==> config.mk <==
export PLATFORM = sky130hd
export DESIGN_NAME = windowed_watchdog_timer
export DESIGN_NICKNAME = d
export VERILOG_FILES = /design/src/logic/wdog_pkg.sv /design/src/logic/windowed_watchdog_timer.sv
export SDC_FILE = /design/constraint.sdc
export NUM_CORES = 1
export LEC_CHECK = 0
export BUFFER_PORTS_ARGS = -buffer_cell sky130_fd_sc_hd__buf_2
export CORE_ASPECT_RATIO = 1.75
export CORE_MARGIN = 2
export CORE_UTILIZATION = 40
export CTS_CLUSTER_SIZE = 40
export DETAILED_ROUTE_END_ITERATION = 16
export MAX_ROUTING_LAYER = met4
export PLACE_DENSITY = 0.59
export SLEW_MARGIN = 20
export SYNTH_ARGS = -nofsm -noshare
export SYNTH_HDL_FRONTEND = slang
export SYNTH_SLANG_ARGS = --single-unit
==> constraint.sdc <==
create_clock -name clk_i -period 3.9 [get_ports clk_i]
set_input_delay 0.39 -clock clk_i [delete_from_list [all_inputs] [get_ports clk_i]]
set_output_delay 0.39 -clock clk_i [all_outputs]
set_load 0.005 [all_outputs]
==> src/logic/wdog_pkg.sv <==
// windowed watchdog: register map, field layout, reset values, types
// assumes a 32-bit classic wishbone slave at word offsets 0x00..0x0C
package wdog_pkg;

	// ****************************************
	// register offsets (byte addresses)
	// ****************************************
	localparam logic [3:0] keyed_control_reg_off = 4'h0;
	localparam logic [3:0] write_once_mode_reg_off = 4'h4;
	localparam logic [3:0] fault_status_reg_off = 4'h8;
	localparam logic [3:0] irq_mask_reg_off = 4'hc;

	// ****************************************
	// field positions
	// ****************************************
	localparam int key_lsb = 24;
	localparam logic [7:0] control_key = 8'ha5;
	localparam int restart_bit = 0;
	localparam int reload_lsb = 0;
	localparam int irq_en_bit = 12;
	localparam int rst_en_bit = 13;
	localparam int scope_bit = 14;
	localparam int disable_bit = 15;
	localparam int delta_lsb = 16;
	localparam int dbg_halt_bit = 28;
	localparam int idle_halt_bit = 29;
	localparam int unf_bit = 0;
	localparam int err_bit = 1;

	// ****************************************
	// reset values and timing
	// ****************************************
	localparam logic [31:0] mode_reset = 32'h3fff_2fff;
	localparam logic [1:0] mask_reset = 2'h3;
	localparam int slow_div = 128;
	// slow clock derived from clk_i: 125 MHz / 32768 Hz = 3814 (rounded down)
	localparam int clk_hz = 125000000;
	localparam int slow_hz = 32768;
	localparam int slow_cycles = clk_hz / slow_hz;

	// ****************************************
	// types
	// ****************************************
	typedef struct packed {
		logic [1:0] spare_hi;
		logic idle_halt;
		logic debug_halt;
		logic [11:0] window_delta_value;
		logic timer_disable;
		logic reset_scope_select;
		logic fault_reset_enable;
		logic fault_irq_enable;
		logic [11:0] counter_reload_value;
	} mode_t;

	typedef struct packed {
		logic window_error_flag;
		logic underflow_flag;
	} status_t;

	typedef enum logic [1:0] {
		bus_idle = 2'b00,
		bus_ack = 2'b01
	} bus_state_t;

endpackage : wdog_pkg

==> src/logic/windowed_watchdog_timer.sv <==
// windowed watchdog: 12-bit down counter on slow clock / 128
// assumes wishbone master on clk_i; fault_o read by the reset controller,
// which answers by pulsing rst_i (processor reset)
//
// Chosen here: register access over Wishbone and the register offsets.
`timescale 1ns/10ps

// Contract
// twelve-bit down counter loaded from the reload value on every reload.
// counter decrements once per slow clock tick divided by 128.
// after reset reload is 0xFFF and fault reset generation is on.
// mode register takes only the first write after reset.
// accepted mode write reloads counter and restarts counting.
// keyed restart reloads counter and restarts the divide-by-128 prescaler.
// control write with wrong key has no effect whatsoever.
// underflow sets sticky underflow flag regardless of reset enable.
// underflow drives fault output when fault reset enable is set.
// restart above window delta sets window error and fault, even disabled.
// delta at or above reload value permits restart anywhere; the code still flags a count wrapped to 0xFFF above the delta.
// interrupt while a flag is set and fault interrupt enable is one; the code also needs that flag's bit set in the irq mask register.
// watchdog reset clears the watchdog and both flags.
// status read or reset clears flags, interrupt and fault output.
// counter stops in debug or idle state when the halt bit says so.
// disable bit in mode register stops normal timing.
// software must write key 0xA5 in the control key byte.
// scope select picks all resets at 0, processor only at 1.
// disabled timer neither counts nor underflows, still flags window errors.
module windowed_watchdog_timer
	import wdog_pkg::*;
(
	// clock and reset
	input wire logic clk_i,
	input wire logic rst_i,
	// wishbone slave
	input wire logic cyc_i,
	input wire logic stb_i,
	input wire logic we_i,
	input wire logic [3:0] adr_i,
	input wire logic [3:0] sel_i,
	input wire logic [31:0] dat_i,
	output logic [31:0] dat_o,
	output logic ack_o,
	// processor state pins
	input wire logic debug_state_i,
	input wire logic idle_state_i,
	// fault side
	output logic fault_o,
	output logic fault_all_resets_o,
	output logic fault_proc_reset_o,
	output logic irq_o
);

	// ****************************************
	// pin synchronisers
	// ****************************************
	logic [2:0] dbg_sync_reg;
	logic [2:0] idle_sync_reg;
	logic dbg_reg;
	logic idle_reg;

	always_ff @(posedge clk_i)
	begin
		if (rst_i)
		begin
			dbg_sync_reg <= 3'h0;
			idle_sync_reg <= 3'h0;
			dbg_reg <= 1'b0;
			idle_reg <= 1'b0;
		end
		else
		begin
			dbg_sync_reg <= {dbg_sync_reg[1:0], debug_state_i};
			idle_sync_reg <= {idle_sync_reg[1:0], idle_state_i};
			// change counts once stages two and three agree
			if (dbg_sync_reg[1] == dbg_sync_reg[2])
				dbg_reg <= dbg_sync_reg[2];
			if (idle_sync_reg[1] == idle_sync_reg[2])
				idle_reg <= idle_sync_reg[2];
		end
	end

	// ****************************************
	// bus decode
	// ****************************************
	function automatic logic hit(input logic [3:0] a, input logic [3:0] off);
		hit = (a == off);
	endfunction : hit

	bus_state_t bus_state_reg;
	logic req;
	logic wr;
	logic rd;
	logic all_lanes;
	mode_t mode_reg;
	logic mode_locked_reg;
	status_t status_reg;
	status_t status_next;
	logic [1:0] mask_reg;
	logic [11:0] count_reg;
	logic [6:0] presc_reg;
	logic [11:0] slow_reg;
	logic slow_tick;
	logic restart_ok;
	logic mode_wr;
	logic unf_evt;
	logic err_evt;
	logic sr_read;
	mode_t wr_mode;

	assign req = cyc_i && stb_i && (bus_state_reg == bus_idle);
	assign wr = req && we_i;
	assign rd = req && !we_i;
	// register contents only change on whole-word writes; a partial-lane mode write still sets the lock
	assign all_lanes = (sel_i == 4'hf);
	assign wr_mode = mode_t'(dat_i);
	assign restart_ok = wr && all_lanes && hit(adr_i, keyed_control_reg_off)
		&& dat_i[key_lsb +: 8] == control_key
		&& dat_i[restart_bit];
	assign mode_wr = wr && all_lanes && hit(adr_i, write_once_mode_reg_off)
		&& !mode_locked_reg;
	assign sr_read = rd && hit(adr_i, fault_status_reg_off);

	always_ff @(posedge clk_i)
	begin
		if (rst_i)
		begin
			bus_state_reg <= bus_idle;
			ack_o <= 1'b0;
		end
		else
		begin
			unique case (bus_state_reg)
				bus_idle:
				begin
					if (cyc_i && stb_i)
					begin
						bus_state_reg <= bus_ack;
						ack_o <= 1'b1;
					end
				end
				bus_ack:
				begin
					bus_state_reg <= bus_idle;
					ack_o <= 1'b0;
				end
			endcase
		end
	end

	always_ff @(posedge clk_i)
	begin
		if (rst_i)
			dat_o <= 32'h0000_0000;
		else if (rd)
		begin
			if (hit(adr_i, write_once_mode_reg_off))
				dat_o <= 32'(mode_reg);
			else if (hit(adr_i, fault_status_reg_off))
				dat_o <= {30'h0000_0000, status_reg};
			else if (hit(adr_i, irq_mask_reg_off))
				dat_o <= {30'h0000_0000, mask_reg};
			else
				dat_o <= 32'h0000_0000;
		end
	end

	// ****************************************
	// mode register, write once
	// ****************************************
	always_ff @(posedge clk_i)
	begin
		if (rst_i)
		begin
			mode_reg <= mode_t'(mode_reset);
			mode_locked_reg <= 1'b0;
		end
		else if (wr && hit(adr_i, write_once_mode_reg_off))
		begin
			// any write attempt locks, even a partial-lane one
			mode_locked_reg <= 1'b1;
			if (mode_wr)
				mode_reg <= wr_mode;
		end
	end

	always_ff @(posedge clk_i)
	begin
		if (rst_i)
			mask_reg <= mask_reset;
		else if (wr && all_lanes && hit(adr_i, irq_mask_reg_off))
			mask_reg <= dat_i[1:0];
	end

	// ****************************************
	// slow clock and divide-by-128 prescaler
	// ****************************************
	localparam logic [11:0] slow_last = 12'(slow_cycles - 1);
	localparam logic [6:0] presc_last = 7'(slow_div - 1);
	logic halted;

	assign halted = (mode_reg.debug_halt && dbg_reg)
		|| (mode_reg.idle_halt && idle_reg);

	always_ff @(posedge clk_i)
	begin
		if (rst_i || slow_reg == slow_last)
			slow_reg <= 12'h000;
		else
			slow_reg <= slow_reg + 12'h001;
	end
	assign slow_tick = (slow_reg == slow_last);

	// ****************************************
	// down counter
	// ****************************************
	always_ff @(posedge clk_i)
	begin
		if (rst_i)
		begin
			count_reg <= 12'hfff;
			presc_reg <= 7'h00;
		end
		else if (mode_wr)
		begin
			count_reg <= wr_mode.counter_reload_value;
			presc_reg <= 7'h00;
		end
		else if (restart_ok)
		begin
			count_reg <= mode_reg.counter_reload_value;
			presc_reg <= 7'h00;
		end
		else if (slow_tick && !halted && !mode_reg.timer_disable)
		begin
			presc_reg <= presc_reg + 7'h01;
			if (presc_reg == presc_last)
			begin
				// wraps after underflow and keeps counting
				count_reg <= count_reg - 12'h001;
			end
		end
	end

	assign unf_evt = slow_tick && !halted && !mode_reg.timer_disable
		&& !mode_wr && !restart_ok
		&& presc_reg == presc_last && count_reg == 12'h000;
	// compare against live value; delta >= reload trips only on a count wrapped to 0xFFF after underflow
	assign err_evt = restart_ok
		&& count_reg > mode_reg.window_delta_value;

	// ****************************************
	// status, interrupt, fault
	// ****************************************
	always_comb
	begin
		status_next = status_reg;
		if (sr_read)
			status_next = '0;
		// a new event wins over the read clear
		if (unf_evt)
			status_next.underflow_flag = 1'b1;
		if (err_evt)
			status_next.window_error_flag = 1'b1;
	end

	always_ff @(posedge clk_i)
	begin
		if (rst_i)
			status_reg <= '0;
		else
			status_reg <= status_next;
	end

	always_ff @(posedge clk_i)
	begin
		if (rst_i)
		begin
			irq_o <= 1'b0;
			fault_o <= 1'b0;
			fault_all_resets_o <= 1'b0;
			fault_proc_reset_o <= 1'b0;
		end
		else
		begin
			irq_o <= mode_reg.fault_irq_enable
				&& |(status_next & mask_reg);
			if (err_evt || (unf_evt && mode_reg.fault_reset_enable))
			begin
				fault_o <= 1'b1;
				fault_all_resets_o <= mode_reg.fault_reset_enable
					&& !mode_reg.reset_scope_select;
				fault_proc_reset_o <= mode_reg.fault_reset_enable
					&& mode_reg.reset_scope_select;
			end
			else if (sr_read)
			begin
				fault_o <= 1'b0;
				fault_all_resets_o <= 1'b0;
				fault_proc_reset_o <= 1'b0;
			end
		end
	end

endmodule : windowed_watchdog_timer

==> results.py, run 1 <==
metrics = {
    "power": {
        "ir_worst_vdd_mv": 0.288,
        "power_density_nw_per_um2": 473,
        "power.leakage_nw": 2.53,
    },
    "synthesis": {
        "synth_cell_type_count": 60,
        "yosysWarnings": 0,
        "synth_edf_count": 0,
        "synth_flop_cell": "dfxtp_1",
        "synth_cells": 555,
        "synthesis.nets": 618,
        "async_reset_ff_frac": 0,
        "synth_seq_cells": 113,
        "seq_area_frac_synth": 0.468,
        "synth.cell_area_um2": 4830,
        "syn_avg_cell_area_um2": 8.71,
    },
    "global_routing": {
        "grt_usage": 0.206,
        "grt_pass1_wl_um": 20100,
        "overflow": 0,
        "grt_start_max_net_pins": 70,
        "grt_pass1_vias": 4188,
        "antenna_found_initial": 0,
    },
    "clocking": {
        "clk_pin_slew_ns": 0.05,
        "cts_inserted_buffers": 17,
        "cts.htree.levels": 4,
        "cts-resized-gates": 0,
        "postCtsSetupBuffers": 0,
        "clockRootBuffer": "clkbuf_16",
        "clk-insertion-delay-late_ns": 0.41,
        "clock_sinks": 113,
        "clockBufferDepth": 2,
        "hold_buffers": 0,
        "cts_tree": "yes",
    },
    "placed_design": {
        "dp_hpwl_um": 9040,
        "port_buffers": 83,
        "gp_congestion": 0.817,
        "place_ws_ns": 1.33,
    },
    "critical_path": {
        "crit_required_ns": 4.19,
        "critPathMaxFanout": 4,
        "critPathLaunchType": "flip-flop",
        "path_cells": "inv_1 > ha_1 > or4b_1 > nor2_1 > nand4b_1 > nor4_2 > a21boi_1 > mux2i_1",
        "cp_slowest_stage_delay_ns": 0.53,
        "cpMaxStageDelayCell": "or4b_1",
        "critPathBufInv": 1,
        "critPathCaptureType": "flip-flop",
        "crit_family": "simple AND/OR/NAND/NOR gates",
        "worstSetupPathType": "flip-flop to flip-flop",
        "worstPathArrival_ns": 2.67,
    },
    "sta": {
        "worst_hold_slack_ns": 0.189,
        "tightest_slew_ns": 1.03,
        "relSlewSlack": 0.314,
        "rsz0062_at_grt": "no",
        "hold_viol_final": 0,
        "final.setup.worst_slack_ns": 1.51,
        "drv_slew": 0,
        "finalCritPeriodShare": 0.612,
        "fin_crit_ns": 2.39,
        "max_freq_mhz": 419,
        "fin_setup_tns_ns": 0,
        "setup_violations": 0,
        "skew_ns": 0.00942,
    },
    "cells_and_area": {
        "n_fill_cell": 1146,
        "final_cell_mix": "dfxtp_1, buf_2, nand2_1, nor2_1, a22oi_1",
        "drive_above_1_share": 0.200,
        "final_nets": 695,
        "syn_to_final_growth_pct": 22.6,
        "insertedDiodeCount": 0,
        "layout_commonest_cell": "dfxtp_1",
    },
    "floorplan": {
        "dieArea_um2": 13000,
        "die_h_um": 149,
        "io_pins": 84,
        "die_w_um": 87.1,
        "coreArea_um2": 11900,
        "rows": 53,
        "start_util": 0.407,
    },
    "run_status": {
        "status": "complete, no violations",
    },
    "run": {
        "maxCapViolations": 0,
    },
    "detailed_routing": {
        "vias_per_cell": 5.42,
        "ant_nets": 0,
        "first_iter_violations": 284,
        "first_pass_iters": 5,
        "routedWlPerCell_um": 15.9,
        "num_vias": 4239,
        "drcViolationCount": 0,
        "wirelength_um": 12400,
    },
    "hold_path": {
        "hold_path.class": "input port to flip-flop",
    },
}
==> Yosys cell counts (5+ instances only) <==
cell      number  area [um2]
nor2_1        70         263
a22oi_1       30         225
nand4_1        9        56.3
dfxtp_1      113        2260
and3_1         6        37.5
mux2i_1        5        50.1
ha_1          16         200
xnor2_1       10        87.6
nand3_1       17        85.1
o21ai_0       10        50.1
a31oi_1        8        50.1
clkbuf_1      23        86.3
xor2_1         9        78.8
inv_1         17        63.8
nor2b_1        8        50.1
a221oi_1       5        43.8
nand2_1       77         289
a21oi_1       27         135
nor3_1        14        70.1
o211ai_1      20         150
==> layer usage <==
| layer | wire [um] | share of wire | GRT usage | vias up |
|---|---|---|---|---|
| met1 | 4960 | 0.40 | 0.209 | 2004 |
| li1 | - | - | - | 2126 |
| met4 | 192 | 0.015 | 0.0883 | 0 |
| met5 | 0 | 0 | - | - |
| met3 | 443 | 0.036 | 0.0404 | 13 |
| met2 | 6820 | 0.55 | 0.375 | 96 |
==> area by class of cell <==
class	count	area (um2)	area share
clock inverter	11	136	0.0230
clock buffer	21	460	0.0777
inverter	17	63.8	0.0108
tap	137	171	0.0289
timing repair buffer	89	460	0.0777
multi-input combinational	394	2370	0.400
sequential	113	2260	0.382
==> cell families after synthesis <==
family,synth area share
XOR/XNOR,0.0344
flip-flops,0.468
adder cells (fa/ha/maj),0.0414
multiplexers,0.0104
buffers and inverters,0.0414
AO/OA/AOI/OAI,0.172
AND/OR/NAND/NOR,0.233
==> per-stage QoR <==
| step | total power [W] | instance area (um2) | instances | utilization |
|---|---|---|---|---|
| after floorplan | 0.00123 | 4830 | 555 | - |
| after global placement | 0.00128 | 5330 | 750 | 0.449 |
| after detailed placement | 0.00128 | 5330 | 750 | 0.449 |
| after CTS | 0.00283 | 5930 | 782 | 0.499 |
| after global routing | 0.00290 | 5930 | 782 | 0.499 |
| final | 0.00280 | 5930 | 782 | 0.499 |
==> worst paths after layout <==
| path | end | cells past startpoint | from | slack, ns |
|---|---|---|---|---|
| max | fault_proc_reset_o | 8 | count_reg[0] | 1.51 |
| min | dbg_sync_reg[0] | 2 | debug_state_i | 0.19 |
| max reg2reg | fault_proc_reset_o | 8 | count_reg[0] | 1.51 |
| min reg2reg | idle_sync_reg[1] | 1 | idle_sync_reg[0] | 0.44 |
==> where the power goes <==
| group | switching, W | total (W) | internal (W) | leakage, nW |
|---|---|---|---|---|
| clock | 0.000515 | 0.00154 | 0.00103 | 0.296 |
| sequential | 0.00000595 | 0.00117 | 0.00116 | 0.914 |
| combinational | 0.0000516 | 0.0000852 | 0.0000335 | 1.32 |
No activity file was read; power rests on OpenSTA's default activity.
==> run 2: changes to the inputs <==
Settings changed: PLACE_DENSITY 0.59 to 0.62.
Clock period 3.9 ns to 2.05 ns, I/O delays scaled along.
==> results.py, run 2 (synthesis results as in run 1) <==
metrics = {
    "cells_and_area": {
        "final_cell_mix": "dfxtp_1, buf_2, nand2_1, nor2_1, buf_4",
        "drive_above_1_share": 0.289,
        "final_nets": 749,
        "insertedDiodeCount": 0,
        "multiInputGateArea_um2": 2480,
        "n_fill_cell": 1080,
        "regArea_um2": 2270,
        "layout_commonest_cell": "dfxtp_1",
        "syn_to_final_growth_pct": 34.2,
    },
    "critical_path": {
        "crit_family": "simple AND/OR/NAND/NOR gates",
        "cp_slowest_stage_delay_ns": 0.60,
        "worstSetupPathType": "flip-flop to flip-flop",
        "crit_start": "count_reg[0]",
        "cpMaxStageDelayCell": "or4_1",
        "worstPathArrival_ns": 2.27,
        "critPathCaptureType": "flip-flop",
        "crit_required_ns": 2.34,
        "critPathLaunchType": "flip-flop",
        "timing.rr.start": "count_reg[0]",
        "r2r_end": "count_reg[9]",
        "reg2reg_slack_ns": 0.06,
        "crit_end": "count_reg[9]",
        "critPathBufInv": 0,
        "worst-path-stages": 6,
        "path_cells": "or4_1 > nor4_2 > nand2_1 > nor4b_1 > o31a_1 > o21ai_1",
        "reg2regPathDepth": 6,
        "critPathMaxFanout": 3,
    },
    "detailed_routing": {
        "vias_per_cell": 5.37,
        "num_vias": 4486,
        "wirelength_um": 13100,
        "ant_nets": 0,
        "drcViolationCount": 0,
        "first_pass_iters": 4,
        "routedWlPerCell_um": 15.7,
        "first_iter_violations": 210,
    },
    "power": {
        "power.leakage_nw": 2.79,
        "ir_worst_vdd_mv": 0.533,
        "power_density_nw_per_um2": 815,
    },
    "floorplan": {
        "die_h_um": 149,
        "io_pins": 84,
        "start_util": 0.407,
        "rows": 53,
        "coreArea_um2": 11900,
        "die_w_um": 87.1,
        "dieArea_um2": 13000,
    },
    "sta": {
        "rsz0062_at_grt": "yes",
        "worst_hold_slack_ns": 0.0239,
        "relSlewSlack": 0.701,
        "finalCritPeriodShare": 0.969,
        "hold_viol_final": 0,
        "fin_crit_ns": 1.99,
        "drv_slew": 0,
        "tightest_slew_ns": 0.448,
        "max_freq_mhz": 503,
        "setup_violations": 0,
        "fin_setup_tns_ns": 0,
        "skew_ns": 0.00643,
    },
    "global_routing": {
        "antenna_found_initial": 0,
        "grt_usage": 0.218,
        "grt_pass1_wl_um": 21300,
        "grt_start_max_net_pins": 70,
        "overflow": 0,
        "grt_pass1_vias": 4443,
    },
    "placed_design": {
        "gp_congestion": 0.892,
        "port_buffers": 83,
        "dp_hpwl_um": 9500,
    },
    "clocking": {
        "clockRootBuffer": "clkbuf_16",
        "cts.htree.levels": 4,
        "clockBufferDepth": 2,
        "clk-insertion-delay-late_ns": 0.41,
        "clk_pin_slew_ns": 0.05,
        "clock_sinks": 113,
        "cts_tree": "yes",
        "cts_inserted_buffers": 17,
    },
    "run": {
        "maxCapViolations": 0,
    },
    "run_status": {
        "status": "complete, no violations",
    },
    "hold_path": {
        "hold_path.class": "input port to flip-flop",
    },
}
## run 2: cell type report
class,instances,area share
Tap cell,137,0.0264
Multi-Input combinational cell,394,0.383
Clock inverter,13,0.0212
Timing Repair Buffer,143,0.140
Sequential cell,113,0.349
Inverter,17,0.00984
Clock buffer,19,0.0699
## run 2: tightest hold or removal path, cell delays in order
cell     delay [ns]
buf_2          0.07
nand2_1        0.04
nand3_1        0.07
## run 2: repair_timing
item / CTS / global route
resized for setup: 12 / 13
endpoints found under the hold margin: 2 / 0
gates cloned: 0 / 0
pin swaps: 7 / 8
endpoints found under the setup margin: 5 / 10
setup buffers: 3 / 1
hold buffers: 2 / 0
## run 2: how the worst min path moves through the flow
stage | endpoint | slack [ns] | start | cells after the start
after floorplan | mode_reg[5] | 0.30 | dat_i[5] | 2
after global placement | dbg_sync_reg[0] | 0.41 | debug_state_i | 2
after detailed placement | dbg_sync_reg[0] | 0.42 | debug_state_i | 2
after CTS | mode_reg[18] | 0.007 | dat_i[18] | 3
after global routing | mode_reg[29] | 0.03 | dat_i[29] | 3
final | mode_reg[13] | 0.02 | dat_i[13] | 3
## run 2: layer usage
metal,global-route usage,part of all wire
met3,0.0476,0.036
met5,-,0
met1,0.217,0.38
met4,0.0867,0.023
met2,0.400,0.56
## run 2: report_power, final
part / switching (W) / internal (W)
sequential: 0.00000808 / 0.00221
combinational: 0.000105 / 0.0000789
clock: 0.00104 / 0.00184
total: 0.00115 / 0.00414
## run 2: metrics by stage
| step | cells | worst slack (ns) | util | total power (W) | cell area, um2 |
|---|---|---|---|---|---|
| 3_5_place_dp | 798 | -0.132 | 0.482 | 0.00245 | 5730 |
| 4_1_cts | 835 | -0.0233 | 0.540 | 0.00534 | 6410 |
| 3_3_place_gp | 798 | -0.0674 | 0.482 | 0.00245 | 5730 |
| 6_report | 836 | 0.0628 | 0.546 | 0.00529 | 6480 |
| 2_1_floorplan | 555 | 0.106 | - | 0.00235 | 4830 |
| 5_1_grt | 836 | -0.0731 | 0.546 | 0.00546 | 6480 |
==> run 3: changes to the inputs <==
Settings changed: BUFFER_PORTS_ARGS -buffer_cell sky130_fd_sc_hd__buf_2 to unset, DONT_BUFFER_PORTS set to 1, PLACE_DENSITY 0.62 to 0.55.
==> results.py, run 3 (synthesis results as in run 1) <==
metrics = {
    "hold_path": {
        "hold_path.class": "input port to flip-flop",
        "min_path_cells": 2,
    },
    "detailed_routing": {
        "first_iter_violations": 229,
        "first_pass_iters": 4,
        "wirelength_um": 13500,
        "num_vias": 4383,
        "ant_nets": 0,
        "drcViolationCount": 0,
        "routedWlPerCell_um": 17.1,
        "vias_per_cell": 5.55,
    },
    "power": {
        "ir_worst_vdd_mv": 0.561,
        "power.leakage_nw": 2.63,
        "internal_power_w": 0.00448,
        "p_sw_frac": 0.212,
        "p_sw_w": 0.00120,
        "p_comb_frac": 0.033,
        "total_power_w": 0.00568,
        "power_density_nw_per_um2": 867,
        "pwr-share-seq": 0.391,
        "pwr-share-clk": 0.576,
    },
    "clocking": {
        "clk_pin_slew_ns": 0.06,
        "clockBufferDepth": 2,
        "cts_inserted_buffers": 17,
        "clock_sinks": 113,
        "cts.htree.levels": 4,
        "cts_tree": "yes",
        "clockRootBuffer": "clkbuf_16",
        "clk-insertion-delay-late_ns": 0.41,
    },
    "critical_path": {
        "worstSetupPathType": "flip-flop to flip-flop",
        "worstPathArrival_ns": 2.28,
        "path_cells": "buf_4 > ha_4 > nor2b_4 > o211ai_1 > a211o_1 > a211o_1 > a21boi_4 > mux2i_1",
        "reg2regPathDepth": 8,
        "critPathLaunchType": "flip-flop",
        "crit_required_ns": 2.35,
        "path_common_cell": "a211o_1",
        "reg2reg_slack_ns": 0.07,
        "cpMaxStageDelayCell": "a211o_1",
        "cp_slowest_stage_delay_ns": 0.35,
        "critPathCaptureType": "flip-flop",
        "critPathMaxFanout": 4,
    },
    "cells_and_area": {
        "design_area_um2": 6550,
        "layout_commonest_cell": "dfxtp_1",
        "insertedDiodeCount": 0,
        "final_nets": 703,
        "final_cell_mix": "dfxtp_1, nand2_1, nor2_1, buf_4, dlygate4sd3_1",
        "syn_to_final_growth_pct": 35.5,
        "drive_above_1_share": 0.198,
    },
    "floorplan": {
        "die_h_um": 149,
        "rows": 53,
        "die_w_um": 87.1,
        "coreArea_um2": 11900,
        "start_util": 0.407,
        "io_pins": 84,
        "dieArea_um2": 13000,
    },
    "sta": {
        "max_freq_mhz": 505,
        "relSlewSlack": 0.670,
        "skew_ns": 0.00901,
        "fin_setup_tns_ns": 0,
        "hold_viol_final": 0,
        "finalCritPeriodShare": 0.966,
        "drv_slew": 0,
        "tightest_slew_ns": 0.494,
        "setup_violations": 0,
        "fin_crit_ns": 1.98,
    },
    "global_routing": {
        "grt_pass1_vias": 4375,
        "antenna_found_initial": 0,
        "overflow": 0,
        "grt_start_max_net_pins": 67,
        "grt_usage": 0.217,
        "grt_pass1_wl_um": 21200,
    },
    "run_status": {
        "status": "complete, no violations",
    },
    "placed_design": {
        "place_area_um2": 5300,
        "dp_hpwl_um": 9560,
        "port_buffers": 0,
        "gp_congestion": 0.805,
    },
    "run": {
        "maxCapViolations": 0,
    },
}
## run 3: final cells by class
type                       count  area [um2]
inverter                      17        63.8
tap                          137         171
clock inverter                15         233
fill                        1059        5320
clock buffer                  17         425
multi-input combinational    394        2520
timing repair buffer          97         858
sequential                   113        2270
## run 3: worst paths after layout
path / end / startpoint
max: fault_all_resets_o / count_reg[1]
max reg2reg: fault_all_resets_o / count_reg[1]
min reg2reg: dbg_sync_reg[1] / dbg_sync_reg[0]
min: dat_o[0] / adr_i[2]
## run 3: per-layer routing
metal / part of all wire / track usage
met2: 0.55 / 0.390
met5: 0 / -
met3: 0.046 / 0.0587
met4: 0.030 / 0.103
met1: 0.38 / 0.211
## run 3: what timing repair did
action | in CTS | in global routing
resized for setup | 11 | 25
endpoints found under the hold margin | 88 | 0
pin swaps | 4 | 4
setup endpoints to repair | 4 | 10
setup buffers | 1 | 0
hold buffers | 40 | 0
## run 3: power groups by stage
stage | clock, W | combinational (W) | sequential [W]
after CTS | 0.00332 | 0.000186 | 0.00222
after floorplan | 0 | 0.0000780 | 0.00227
after detailed placement | 0 | 0.0000948 | 0.00227
after global routing | 0.00342 | 0.000201 | 0.00222
final | 0.00327 | 0.000186 | 0.00222
after global placement | 0 | 0.0000924 | 0.00227
## run 3: worst max-delay path: cells and delay by family (launching register included)
kind / cells / cell delay, ns
AOI/OAI and AO/OA: 4 / 0.88
DFF: 1 / 0.33
adders and majority gates: 1 / 0.26
buffers and inverters: 1 / 0.14
and+or+nand+nor: 1 / 0.13
muxes: 1 / 0.12
## run 3: per-stage QoR
step	util	hold WS [ns]	worst slack [ns]	instances
after floorplan	-	0.304	0.106	555
after global placement	0.447	0.281	-0.0540	717
after detailed placement	0.447	0.284	-0.136	717
after CTS	0.541	0.00583	0.0114	790
after global routing	0.552	0.0228	-0.0139	790
final	0.552	0.0202	0.0692	790
